$ cat config.mk
export PLATFORM = sky130hd
export DESIGN_NAME = ext_bus_master
export DESIGN_NICKNAME = d
export VERILOG_FILES = /design/src/hdl/ext_bus_pkg.sv /design/src/hdl/ext_bus_master.sv
export SDC_FILE = /design/constraint.sdc
export NUM_CORES = 1
export LEC_CHECK = 0
export BUFFER_PORTS_ARGS = -buffer_cell sky130_fd_sc_hd__buf_2
export CORE_ASPECT_RATIO = 0.6
export CORE_MARGIN = 3
export CORE_UTILIZATION = 45
export DETAILED_ROUTE_END_ITERATION = 8
export PLACE_DENSITY = 0.65
export SLEW_MARGIN = 20
export SYNTH_ARGS = -nofsm -noshare
export SYNTH_HDL_FRONTEND = slang
export SYNTH_SLANG_ARGS = --single-unit
export TNS_END_PERCENT = 20
$ cat constraint.sdc
create_clock -name clk_sys_i -period 12.5 [get_ports clk_sys_i]
set_clock_uncertainty 0.05 [all_clocks]
set_input_delay 0 -clock clk_sys_i [delete_from_list [all_inputs] [get_ports clk_sys_i]]
set_output_delay 0 -clock clk_sys_i [all_outputs]
set_load 0.005 [all_outputs]
$ cat src/hdl/ext_bus_pkg.sv
// constants shared by the external bus master: pin codes, timing, layouts
// assumes a single 200 MHz system clock; one sys cycle is half a bus clock
package ext_bus_pkg;

  // system clock period and bus monitor limit
  localparam int CLK_PERIOD_NS  = 5;
  localparam int BUS_MON_NS     = 1280;                        // no-ack timeout
  localparam int BUS_MON_CYC    = BUS_MON_NS / CLK_PERIOD_NS;  // rounds down
  localparam int MON_W          = 9;

  // pin and operand widths
  localparam int ADDR_W         = 24;
  localparam int DATA_W         = 16;
  localparam int OPND_W         = 32;

  // transfer length codes, bytes still to move
  localparam logic [1:0] LEN_BYTE  = 2'h1;
  localparam logic [1:0] LEN_WORD  = 2'h2;
  localparam logic [1:0] LEN_THREE = 2'h3;
  localparam logic [1:0] LEN_LONG  = 2'h0;

  // address space codes
  localparam logic [2:0] SPC_USER_DATA = 3'h1;
  localparam logic [2:0] SPC_USER_PROG = 3'h2;
  localparam logic [2:0] SPC_SUPV_DATA = 3'h5;
  localparam logic [2:0] SPC_SUPV_PROG = 3'h6;
  localparam logic [2:0] SPC_PROCESSOR = 3'h7;

  // acknowledge pair decode, active low pins
  localparam logic [1:0] ACK_WAIT  = 2'h3;
  localparam logic [1:0] ACK_PORT8 = 2'h2;
  localparam logic [1:0] ACK_PORT16 = 2'h1;

  // values after reset
  localparam logic [ADDR_W-1:0] ADDR_RST = 24'h00_0000;
  localparam logic [2:0]        SPC_RST  = 3'h0;
  localparam logic [DATA_W-1:0] DOUT_RST = 16'h0000;
  localparam logic [OPND_W-1:0] OPND_RST = 32'h0000_0000;

  // response buffer entry: fault, autovector, data
  localparam int RSP_W     = OPND_W + 2;
  localparam int RSP_FAULT = OPND_W + 1;
  localparam int RSP_AUTO_VECTOR_ACK_N  = OPND_W;

  // bus cycle sequencer, one-hot
  typedef enum logic [6:0] {
    ST_IDLE   = 7'h01,  // no cycle
    ST_ADDR   = 7'h02,  // address and codes driven, strobes high
    ST_STROBE = 7'h04,  // address strobe low
    ST_DATA   = 7'h08,  // write data driven
    ST_WAIT   = 7'h10,  // both strobes low, waiting for termination
    ST_CLOSE  = 7'h20,  // strobes negated
    ST_HALT   = 7'h40   // parked by halt, data lines floated, strobes high
  } bus_state_type;

endpackage

$ cat src/hdl/ext_bus_master.sv
// asynchronous external bus master with dynamic bus sizing
// assumes a core-side request port on the same clock and raw external pins
`timescale 1ns/1ps
`default_nettype none

module ext_bus_master
  import ext_bus_pkg::*;
(
  input  wire logic              clk_sys_i,
  input  wire logic              reset_n_i,
  // core-side request
  input  wire logic              req_valid_i,
  output logic                   req_ready_o,
  input  wire logic              req_write_i,
  input  wire logic [ADDR_W-1:0] req_addr_i,
  input  wire logic [1:0]        req_len_i,
  input  wire logic [2:0]        req_space_i,
  input  wire logic              req_iack_i,
  input  wire logic [OPND_W-1:0] req_wdata_i,
  // core-side response
  output logic                   rsp_valid_o,
  input  wire logic              rsp_ready_i,
  output logic [OPND_W-1:0]      rsp_data_o,
  output logic                   rsp_fault_o,
  output logic                   rsp_autovec_o,
  // external bus pins
  output logic [ADDR_W-1:0]      addr_o,
  output logic                   ctrl_oe_o,
  output logic [DATA_W-1:0]      data_o,
  output logic                   data_oe_o,
  input  wire logic [DATA_W-1:0] data_i,
  output logic                   address_strobe_n_o,
  output logic                   data_strobe_n_o,
  output logic                   read_write_o,
  output logic [1:0]             transfer_length_code_o,
  output logic [2:0]             space_code_o,
  input  wire logic [1:0]        port_width_ack_n_i,
  input  wire logic              bus_fault_n_i,
  output logic                   bus_fault_n_o,
  output logic                   bus_fault_oe_o,
  input  wire logic              halt_n_i,
  input  wire logic              auto_vector_ack_n_i,
  input  wire logic              ext_master_owns_i,
  // status toward the core
  output logic                   halted_o,
  output logic                   irq_hold_o
);

  // reset release synchroniser
  logic rst_meta_r;  // first stage, read only by the second
  logic rst_n_r;     // reset copy used everywhere
  always_ff @(posedge clk_sys_i or negedge reset_n_i) begin
    if (!reset_n_i) begin
      rst_meta_r <= 1'b0;
      rst_n_r    <= 1'b0;
    end else begin
      rst_meta_r <= 1'b1;
      rst_n_r    <= rst_meta_r;
    end
  end

  // pin synchronisers; data lags by the same two cycles as the acknowledge
  localparam int SYNC_W = DATA_W + 6;
  logic [SYNC_W-1:0] pin_meta_r;  // first stage
  logic [SYNC_W-1:0] pin_sync_r;  // second stage
  always_ff @(posedge clk_sys_i or negedge rst_n_r) begin
    if (!rst_n_r) begin
      pin_meta_r <= {SYNC_W{1'b1}};
      pin_sync_r <= {SYNC_W{1'b1}};
    end else begin
      pin_meta_r <= {data_i, port_width_ack_n_i, bus_fault_n_i, halt_n_i,
                     auto_vector_ack_n_i, ext_master_owns_i};
      pin_sync_r <= pin_meta_r;
    end
  end

  logic [DATA_W-1:0] din_s;   // synchronised data lines
  logic [1:0]        ack_s;   // synchronised acknowledge pair
  logic              fault_s; // bus fault asserted
  logic              halt_s;  // halt asserted
  logic              auto_vector_ack_n_s;  // autovector asserted
  logic              owned_s; // another master holds the bus
  assign din_s   = pin_sync_r[SYNC_W-1:6];
  assign ack_s   = pin_sync_r[5:4];
  assign fault_s = !pin_sync_r[3];
  assign halt_s  = !pin_sync_r[2];
  assign auto_vector_ack_n_s  = !pin_sync_r[1];
  assign owned_s = pin_sync_r[0];

  // cycle state and operand bookkeeping
  bus_state_type     state_r;     // sequencer
  logic [ADDR_W-1:0] addr_r;      // current byte address
  logic [2:0]        rem_r;       // bytes still to move, 0..4
  logic [OPND_W-1:0] wsh_r;       // write operand, left aligned
  logic [OPND_W-1:0] acc_r;       // read assembly
  logic [2:0]        space_r;     // space code
  logic              rw_r;        // 1 read, 0 write
  logic              iack_r;      // interrupt acknowledge cycle
  logic              retry_r;     // faulted cycle to rerun
  logic              finish_r;    // operand done in this close
  logic              rsp_fault_r; // outcome flags for the response
  logic              rsp_auto_vector_ack_n_r;
  logic [MON_W-1:0]  mon_cnt_r;   // bus monitor counter
  logic              mon_drv_r;   // monitor pulling bus fault low

  // termination decode, only meaningful while waiting
  logic ack8;      // 8-bit port done
  logic ack16;     // 16-bit port done
  logic auto_vector_ack_n_hit;  // autovector on an interrupt acknowledge
  logic mon_to;    // monitor timeout
  logic fault_hit; // cycle ends in fault
  logic term;      // any termination
  logic two_b;     // two bytes move this cycle
  logic [2:0] nbytes;
  logic [OPND_W-1:0] rd_merge;
  assign ack8      = ack_s == ACK_PORT8;
  assign ack16     = ack_s == ACK_PORT16;
  assign auto_vector_ack_n_hit  = iack_r && space_r == SPC_PROCESSOR && auto_vector_ack_n_s;
  assign mon_to    = mon_cnt_r == MON_W'(BUS_MON_CYC);
  assign fault_hit = fault_s || mon_to;
  assign term      = (state_r == ST_WAIT) && (ack8 || ack16 || auto_vector_ack_n_hit || fault_hit);
  assign two_b     = ack16 && !addr_r[0] && rem_r >= 3'd2;
  assign nbytes    = two_b ? 3'd2 : 3'd1;

  // read bytes of this cycle merged under the earlier ones; 8-bit on upper lane
  always_comb begin
    if (two_b) begin
      rd_merge = {acc_r[OPND_W-17:0], din_s};
    end else if (ack16 && addr_r[0]) begin
      rd_merge = {acc_r[OPND_W-9:0], din_s[7:0]};
    end else begin
      rd_merge = {acc_r[OPND_W-9:0], din_s[15:8]};
    end
  end

  // response buffer handshake
  logic       buf_push;
  logic [1:0] buf_cnt_r;
  assign req_ready_o = (state_r == ST_IDLE) && !owned_s && !halt_s && buf_cnt_r != 2'd2;

  // sequencer
  bus_state_type state_nxt;
  always_comb begin
    state_nxt = state_r;
    case (state_r)
      ST_IDLE:   if (req_valid_i && req_ready_o) state_nxt = ST_ADDR;
      ST_ADDR:   state_nxt = ST_STROBE;
      ST_STROBE: state_nxt = ST_DATA;
      ST_DATA:   state_nxt = ST_WAIT;
      ST_WAIT:   if (term) state_nxt = ST_CLOSE;
      ST_CLOSE: begin
        if (halt_s || retry_r) state_nxt = ST_HALT;
        else if (owned_s) state_nxt = ST_CLOSE;
        else if (finish_r) state_nxt = ST_IDLE;
        else state_nxt = ST_ADDR;
      end
      ST_HALT: begin
        if (!halt_s && !owned_s) state_nxt = finish_r ? ST_IDLE : ST_ADDR;
      end
      default:   state_nxt = ST_IDLE;
    endcase
  end

  always_ff @(posedge clk_sys_i or negedge rst_n_r) begin
    if (!rst_n_r) state_r <= ST_IDLE;
    else          state_r <= state_nxt;
  end

  // pin copies move only as a bus cycle starts, so a halt parks them on the
  // cycle just finished while, after a good acknowledge, the internal pointer has already advanced
  logic [ADDR_W-1:0] addr_pin_r;  // address shown on the pins
  logic [1:0]        len_pin_r;   // length code shown on the pins
  always_ff @(posedge clk_sys_i or negedge rst_n_r) begin
    if (!rst_n_r) begin
      addr_pin_r <= ADDR_RST;
      len_pin_r  <= LEN_BYTE;
    end else if (state_nxt == ST_ADDR) begin
      addr_pin_r <= (state_r == ST_IDLE) ? req_addr_i : addr_r;
      len_pin_r  <= (state_r == ST_IDLE) ? req_len_i : rem_r[1:0];
    end
  end

  // operand setup and per-cycle advance
  always_ff @(posedge clk_sys_i or negedge rst_n_r) begin
    if (!rst_n_r) begin
      addr_r  <= ADDR_RST;
      rem_r   <= 3'd1;
      wsh_r   <= OPND_RST;
      acc_r   <= OPND_RST;
      space_r <= SPC_RST;
      rw_r    <= 1'b1;
      iack_r  <= 1'b0;
    end else if (state_r == ST_IDLE && req_valid_i && req_ready_o) begin
      addr_r  <= req_addr_i;
      rem_r   <= (req_len_i == LEN_LONG) ? 3'd4 : {1'b0, req_len_i};
      // left align so the next byte to go is always on top
      case (req_len_i)
        LEN_BYTE: wsh_r <= {req_wdata_i[7:0], 24'h00_0000};
        LEN_WORD: wsh_r <= {req_wdata_i[15:0], 16'h0000};
        LEN_THREE: wsh_r <= {req_wdata_i[23:0], 8'h00};
        default:  wsh_r <= req_wdata_i;
      endcase
      acc_r   <= OPND_RST;
      space_r <= req_space_i;
      rw_r    <= !req_write_i;
      iack_r  <= req_iack_i;
    end else if (term && !fault_hit && !auto_vector_ack_n_hit) begin
      // advance only on a good acknowledge; faults keep the cycle's codes
      addr_r <= addr_r + ADDR_W'(nbytes);
      rem_r  <= rem_r - nbytes;
      wsh_r  <= two_b ? {wsh_r[15:0], 16'h0000} : {wsh_r[23:0], 8'h00};
      if (rw_r) acc_r <= rd_merge;
    end
  end

  // termination outcome: retry, finish, flags
  always_ff @(posedge clk_sys_i or negedge rst_n_r) begin
    if (!rst_n_r) begin
      retry_r     <= 1'b0;
      finish_r    <= 1'b0;
      rsp_fault_r <= 1'b0;
      rsp_auto_vector_ack_n_r  <= 1'b0;
    end else if (state_r == ST_IDLE) begin
      retry_r     <= 1'b0;
      finish_r    <= 1'b0;
      rsp_fault_r <= 1'b0;
      rsp_auto_vector_ack_n_r  <= 1'b0;
    end else if (term) begin
      retry_r     <= fault_hit && halt_s;
      finish_r    <= fault_hit ? !halt_s : (auto_vector_ack_n_hit || rem_r == nbytes);
      rsp_fault_r <= fault_hit && !halt_s;
      rsp_auto_vector_ack_n_r  <= auto_vector_ack_n_hit && !fault_hit;
    end else if (state_r == ST_ADDR) begin
      retry_r <= 1'b0;
    end
  end

  // bus monitor; its bus fault drive is held off while another master owns the bus
  always_ff @(posedge clk_sys_i or negedge rst_n_r) begin
    if (!rst_n_r) begin
      mon_cnt_r <= '0;
      mon_drv_r <= 1'b0;
    end else begin
      mon_drv_r <= mon_to && state_r == ST_WAIT && !owned_s;
      if (state_r == ST_WAIT && !term) mon_cnt_r <= mon_cnt_r + 1'b1;
      else mon_cnt_r <= '0;
    end
  end
  assign bus_fault_n_o  = 1'b0;
  assign bus_fault_oe_o = mon_drv_r;   // open drain; a foreign master brings its own

  // write data register, all sixteen lines
  logic [DATA_W-1:0] dout_r;
  always_ff @(posedge clk_sys_i or negedge rst_n_r) begin
    if (!rst_n_r) begin
      dout_r <= DOUT_RST;
    end else if (state_r == ST_STROBE) begin
      // odd address or single byte copies the byte onto both lanes
      if (addr_r[0] || rem_r == 3'd1) dout_r <= {wsh_r[31:24], wsh_r[31:24]};
      else                            dout_r <= wsh_r[31:16];
    end
  end

  // pin drive
  logic cyc_live; // a strobe window is open
  assign cyc_live               = state_r == ST_STROBE || state_r == ST_DATA
                                || state_r == ST_WAIT;
  assign addr_o                 = addr_pin_r;
  assign ctrl_oe_o              = !owned_s;
  assign transfer_length_code_o = len_pin_r;
  assign space_code_o           = space_r;
  assign read_write_o           = rw_r;
  assign address_strobe_n_o     = !cyc_live;
  assign data_strobe_n_o        = !(rw_r ? cyc_live : state_r == ST_WAIT);
  assign data_o                 = dout_r;
  assign data_oe_o              = !rw_r && (state_r == ST_DATA || state_r == ST_WAIT);
  assign halted_o               = state_r == ST_HALT;
  assign irq_hold_o             = state_r == ST_HALT;

  // two-entry response buffer; a stalled consumer only blocks new requests
  logic [RSP_W-1:0] buf_mem_r [2];
  logic             buf_wp_r;
  logic             buf_rp_r;
  logic             buf_pop;
  assign buf_push    = state_r == ST_CLOSE && finish_r && !halt_s && !retry_r
                     && !owned_s
                     || state_r == ST_HALT && finish_r && state_nxt == ST_IDLE;
  assign buf_pop     = rsp_valid_o && rsp_ready_i;
  assign rsp_valid_o = buf_cnt_r != 2'd0;

  always_ff @(posedge clk_sys_i or negedge rst_n_r) begin
    if (!rst_n_r) begin
      buf_wp_r  <= 1'b0;
      buf_rp_r  <= 1'b0;
      buf_cnt_r <= 2'd0;
    end else begin
      if (buf_push) buf_wp_r <= !buf_wp_r;
      if (buf_pop)  buf_rp_r <= !buf_rp_r;
      buf_cnt_r <= buf_cnt_r + {1'b0, buf_push} - {1'b0, buf_pop};
    end
  end

  // entry storage, one slot per generate pass
  genvar gi;
  generate
    for (gi = 0; gi < 2; gi++) begin : g_slot
      always_ff @(posedge clk_sys_i or negedge rst_n_r) begin
        if (!rst_n_r) buf_mem_r[gi] <= '0;
        else if (buf_push && buf_wp_r == 1'(gi))
          buf_mem_r[gi] <= {rsp_fault_r, rsp_auto_vector_ack_n_r, acc_r};
      end
    end
  endgenerate
  assign rsp_data_o    = buf_mem_r[buf_rp_r][OPND_W-1:0];
  assign rsp_fault_o   = buf_mem_r[buf_rp_r][RSP_FAULT];
  assign rsp_autovec_o = buf_mem_r[buf_rp_r][RSP_AUTO_VECTOR_ACK_N];

  // checks
  a_as_after_addr: assert property (@(posedge clk_sys_i) disable iff (!rst_n_r)
    state_r == ST_ADDR |=> !address_strobe_n_o && $stable(addr_o))
    else $error("address strobe not one half clock after start");
  a_read_ds_with_as: assert property (@(posedge clk_sys_i) disable iff (!rst_n_r)
    $fell(address_strobe_n_o) && rw_r |-> !data_strobe_n_o)
    else $error("read data strobe late");
  a_write_ds_delay: assert property (@(posedge clk_sys_i) disable iff (!rst_n_r)
    $fell(address_strobe_n_o) && !rw_r |-> data_strobe_n_o ##1 data_strobe_n_o && data_oe_o
    ##1 !data_strobe_n_o)
    else $error("write data strobe not one clock after address strobe");
  a_addr_held: assert property (@(posedge clk_sys_i) disable iff (!rst_n_r)
    !address_strobe_n_o && $past(!address_strobe_n_o) |-> $stable(addr_o)
    && $stable(space_code_o) && $stable(transfer_length_code_o))
    else $error("address moved under strobe");
  a_rw_stable: assert property (@(posedge clk_sys_i) disable iff (!rst_n_r)
    $changed(read_write_o) |-> $past(state_r) == ST_IDLE)
    else $error("direction changed mid operand");
  a_halt_float: assert property (@(posedge clk_sys_i) disable iff (!rst_n_r)
    state_r == ST_HALT |-> !data_oe_o && address_strobe_n_o && data_strobe_n_o
    && irq_hold_o)
    else $error("bus not quiet while halted");
  a_close_strobes: assert property (@(posedge clk_sys_i) disable iff (!rst_n_r)
    term |=> address_strobe_n_o && data_strobe_n_o ##1 address_strobe_n_o)
    else $error("strobes not negated after termination");
  a_fault_retry: assert property (@(posedge clk_sys_i) disable iff (!rst_n_r)
    term && fault_s && halt_s |=> ##1 state_r == ST_HALT && $stable(addr_o))
    else $error("faulted cycle under halt not parked for retry");
  a_auto_vector_ack_n_only_iack: assert property (@(posedge clk_sys_i) disable iff (!rst_n_r)
    buf_push && rsp_auto_vector_ack_n_r |-> iack_r && space_r == SPC_PROCESSOR)
    else $error("autovector outside interrupt acknowledge");
  a_monitor_fault: assert property (@(posedge clk_sys_i) disable iff (!rst_n_r)
    state_r == ST_WAIT && mon_to && !owned_s |=> bus_fault_oe_o)
    else $error("monitor did not raise bus fault");
  a_ack_narrow: assert property (@(posedge clk_sys_i) disable iff (!rst_n_r)
    term && ack8 && !fault_hit && !auto_vector_ack_n_hit |=> rem_r == $past(rem_r) - 3'd1)
    else $error("8-bit port moved more than one byte");

  c_read16: cover property (@(posedge clk_sys_i) disable iff (!rst_n_r)
    term && ack16 && rw_r);
  c_write8: cover property (@(posedge clk_sys_i) disable iff (!rst_n_r)
    term && ack8 && !rw_r);
  c_retry: cover property (@(posedge clk_sys_i) disable iff (!rst_n_r)
    term && fault_s && halt_s);
  c_buf_full: cover property (@(posedge clk_sys_i) disable iff (!rst_n_r)
    buf_cnt_r == 2'd2);

endmodule

`default_nettype wire

# Yosys cells after proc, flatten, opt, wreduce, memory -nomap -nowiden
# Cells that the tools add are included.
# totals
inputBits	89
out_inout_bits	90
reg_bits	277
# classes
n_eq_ne	19
n_reduce_logical	64
n_lt_le_gt_ge	2
add_sub_neg	5
muxes	40
n_bitwise	2
# op_table
cell	count
32-bit 2-to-1 mux	7
34-bit 2-to-1 mux	3
32-bit one-hot mux with 3 select lines	1
24-bit 2-to-1 mux	3
7-bit one-hot mux with 7 select lines	1
1-bit logical AND	31
7-bit 2-to-1 mux	4
24-bit by 2-bit adder with 24-bit output	1
8-bit 2-to-1 mux	2
1-bit logical NOT	15
7-bit by 1-bit equality test with 1-bit output (second input constant)	2
7-bit by 2-bit equality test with 1-bit output (second input constant)	2
1-bit logical OR	11
1-bit 2-to-1 mux	11
9-bit by 1-bit adder with 9-bit output (second input constant)	1
9-bit equality test (second input constant)	1
3-bit 2-to-1 mux	3
9-bit 2-to-1 mux	1
2-bit nonzero test	4
7-bit by 3-bit equality test with 1-bit output (second input constant)	1
7-bit by 4-bit equality test with 1-bit output (second input constant)	1
7-bit by 5-bit equality test with 1-bit output (second input constant)	1
7-bit by 6-bit equality test with 1-bit output (second input constant)	1
7-bit equality test (second input constant)	1
18 further kinds	23

# Depth between registers and ports, before layout
# depth
depth_word	13
mapped_depth	12
ltp_nobuf	10

# Worst setup path after synthesis
# Ideal clock, no wire load.
# synth_timing
path_kind	reg2reg
from	reg pin_sync_r[4]
to	reg addr_r[18]
path_stages_with_launch	12
required_ns	12.334
arrival_time_ns	3.187
path_slack_ns	9.148
cell_sequence	dfstp_2 ha_1 nand3b_1 inv_1 clkbuf_1 clkbuf_1 ha_1 a21o_1 nand2_1 or4_1 or2_2 o311ai_0
# synth_between
elab_chain_len	8
# synth_lines
item	line	text
from (decl)	ext_bus_master.sv:65	logic [SYNC_W-1:0] pin_sync_r;
from (signal assigned)	ext_bus_master.sv:69	pin_sync_r <= {SYNC_W{1'b1}};
from (signal assigned)	ext_bus_master.sv:73	pin_sync_r <= pin_meta_r;
branches (longest 8 deep; another with 24-bit by 2-bit adder with 24-bit output)	--	
to (signal assigned)	ext_bus_master.sv:194	addr_r <= req_addr_i;
to (signal assigned)	ext_bus_master.sv:209	addr_r <= addr_r + ADDR_W'(nbytes);
to (decl)	ext_bus_master.sv:92	logic [ADDR_W-1:0] addr_r;
# Several ways; the timed one is not identified. The select of a mux whose other input is x is not followed.
# A chain may end at the register's enable or synchronous reset.

# Worst setup path after layout
# layout_timing
from	reg pin_sync_r[4]
to	reg addr_r[20]
# Same word-level chain as after synthesis.

==> impl_metrics.env <==
export IMPL_synthToLayoutAreaGrowth_pct=22.8
export IMPL_syn_inst=1135
export IMPL_worstPathArrival_ns=4.04
export IMPL_clk_pin_slew_worst_paths_ns=0.07
export IMPL_synth_area_sq_mm=0.0128
export IMPL_dieArea_sq_mm=0.0305
export IMPL_synthTopCellsByCount="229 x dfrtp_1, 111 x mux2_2, 105 x nand2_1"
export IMPL_io_buffers=177
export IMPL_start_util_pct=46.0
export IMPL_grt_overflow=0
export IMPL_postCtsHoldBufs=86
export IMPL_clock_latency_ns=0.53
export IMPL_power_density_mw_per_mm2=180
export IMPL_worstHoldPathType="input pin to flip-flop"
export IMPL_synth_most_common_cell="dfrtp_1"
export IMPL_synth_area_leaders="dfrtp_1 45%, dfstp_2 9.9%, mux2_2 9.8%"
export IMPL_cts_tree="built"
export IMPL_synth_flop_cell="dfrtp_1"
export IMPL_drc=0
export IMPL_setup_viol=0
export IMPL_yosysSeqAreaShare_pct=54.8
export IMPL_slew_viol_final=0
export IMPL_path_cells="ha_1 > nand3b_1 > inv_2 > ha_1 > a21o_1 > nand2_1 > or4_1 > or2_2 > o311ai_0"
export IMPL_crit_path_end_kind="flip-flop"
export IMPL_synth_distinct_cells=65
export IMPL_synth_edf_count=0
export IMPL_hold_end="wsh_r[24]"
export IMPL_drt_vias_per_instance=5.57
export IMPL_cap_violations=0
export IMPL_worst_ep_required_time_ns=12.86
export IMPL_outcome="finished, final reports clean"
export IMPL_min_path_cells=4
export IMPL_fp_row_count=47
export IMPL_max_slew_margin_rel_pct=32.0
export IMPL_grt_pass1_wl_um=55000
export IMPL_worstHoldStart="req_wdata_i[16]"
export IMPL_holdWs_ns=0.0349
export IMPL_path_class="flip-flop to flip-flop"
export IMPL_startpoint_type="flip-flop"
export IMPL_ios=179
export IMPL_rrSetupSlack_ns=8.82
export IMPL_num_antenna_cells=0
export IMPL_chipWidth_um=223
export IMPL_grt_max_degree=146
export IMPL_irDropWorstVdd_v=0.000101
export IMPL_rsz0062_at_grt="no"
export IMPL_cts_setup_buffers=0
export IMPL_antenna_left=0
export IMPL_grt_pass1_vias=9557
export IMPL_wl_per_cell_um=19.9
export IMPL_r2r_cells=9
export IMPL_fin_crit_sh_pct=29.5
export IMPL_clkSinkCount=277
export IMPL_dr_pass1_iters=5
export IMPL_cp_max_fo=40
export IMPL_post_cts_resized=0
export IMPL_fin_nets=1463
export IMPL_setup_tns_final_ns=0
export IMPL_tightest_slew_ns=1.02
export IMPL_root_buffer="clkbuf_16"
export IMPL_grtUsageTotal_pct=22.8
export IMPL_cpPeakStageDelay_ns=0.75
export IMPL_async_flop_share_pct=100
export IMPL_hold_violations=0
export IMPL_wl_um=34800
export IMPL_syn_avg_cell_area_sq_um=11.2
export IMPL_numCtsBuffers=26
export IMPL_r2r_end="addr_r[20]"
export IMPL_p_leak_nw=7.21
export IMPL_die_y_um=136
export IMPL_yosys_area_top_type_share_pct=44.9
export IMPL_antenna_found_initial=0
export IMPL_num_vias=9750
export IMPL_synth_nets=1233
export IMPL_drive_above_1_share_pct=30.3
export IMPL_gp_congestion=0.850
export IMPL_core_area_sq_mm=0.0278
export IMPL_yosysWarnings=0
export IMPL_dp_hpwl_um=23300
export IMPL_ctsHtreeMaxLevel=1
export IMPL_yosysTopAreaCell="dfrtp_1"
export IMPL_slowest_stage="inv_2"
export IMPL_r2r_start="pin_sync_r[4]"
export IMPL_fmax_mhz=272
export IMPL_finalCriticalPeriod_ns=3.68
export IMPL_ys_seq_elements=277
export IMPL_final_util_pct=56.4
export IMPL_drt_initial_drc_count=717
export IMPL_clk_path_buf_depth=3
export IMPL_cp_common_cell="ha_1"
## registers in the layout (all words and copies together) (netlist names), 7 cells and up
signal	count
pin_sync_r	22
buf_mem_r	68
wsh_r	32
addr_r	24
mon_cnt_r	9
pin_meta_r	22
data_o	16
addr_o	24
acc_r	32
state_r	7
## report_power, final
group	internal, W	switching (W)
sequential	0.00111	0.000222
combinational	0.000332	0.000357
clock	0.000459	0.000345
## cell families after synthesis
kind of cell    count (synthesis)  share of synthesized area [%]
xor+xnor                       24                           1.65
fa+ha+maj                       9                          0.941
other cells                     2                         0.0589
simple gates                  336                           12.4
flops                         277                           54.8
compound gates                193                           9.80
buf+inv                       101                           3.32
mux                           193                           17.0
## worst max-delay path, delay by kind of cell, from the launching register on
kind,cells,cell delay (ns)
buf+inv,1,0.75
flops,1,0.52
fa+ha+maj,2,0.51
simple gates,4,1.23
compound gates,2,0.50
## through the flow
step,cells,cell area [sq um],total power [W],worst slack (ns)
5_1_grt,1752,15700,0.00298,8.56
4_1_cts,1752,15700,0.00283,8.85
3_3_place_gp,1618,13900,0.00198,8.98
6_report,1752,15700,0.00282,8.82
3_5_place_dp,1618,13900,0.00200,8.86
2_1_floorplan,1135,12800,0.00172,4.24
## layer usage
layer	vias up	global-route usage, %	wire, um	share of wire, %
met3	44	4.55	2280	6.6
met1	4862	36.6	17600	51
met4	0	3.87	573	1.6
li1	4539	-	-	-
met5	-	0	0	0
met2	305	31.8	14400	41
## final cells by class
cell class                      count  area (sq um)
Clock buffer                       39           791
Clock inverter                      9          81.3
Fill cell                        2387         12100
Inverter                           25          93.8
Multi-Input combinational cell    757          5370
Sequential cell                   277          7000
Tap cell                          367           459
Timing Repair Buffer              278          1870
## placed cells by master (no fill, tap or decap), types with 17 or more instances in the layout
cell type,instances
dfrtp_1,228
buf_2,177
mux2_2,111
nand2_1,105
nor2_1,89
dlygate4sd3_1,86
mux2i_1,74
nand3_1,51
dfstp_2,48
a21oi_1,46
o21ai_0,42
clkbuf_16,27
inv_1,23
a211oi_1,18
xnor2_1,17
## worst max-delay path by stage
| stage | from | cells after the start | endpoint |
|---|---|---|---|
| 2_1_floorplan | rst_n_r | 0 | acc_r[0] |
| 3_3_place_gp | pin_sync_r[4] | 9 | addr_r[18] |
| 3_5_place_dp | pin_sync_r[4] | 9 | addr_r[20] |
| 4_1_cts | pin_sync_r[4] | 9 | addr_r[20] |
| 5_1_grt | pin_sync_r[4] | 9 | addr_r[20] |
| 6_report | pin_sync_r[4] | 9 | addr_r[20] |
Power figures use the tool's default switching activity.
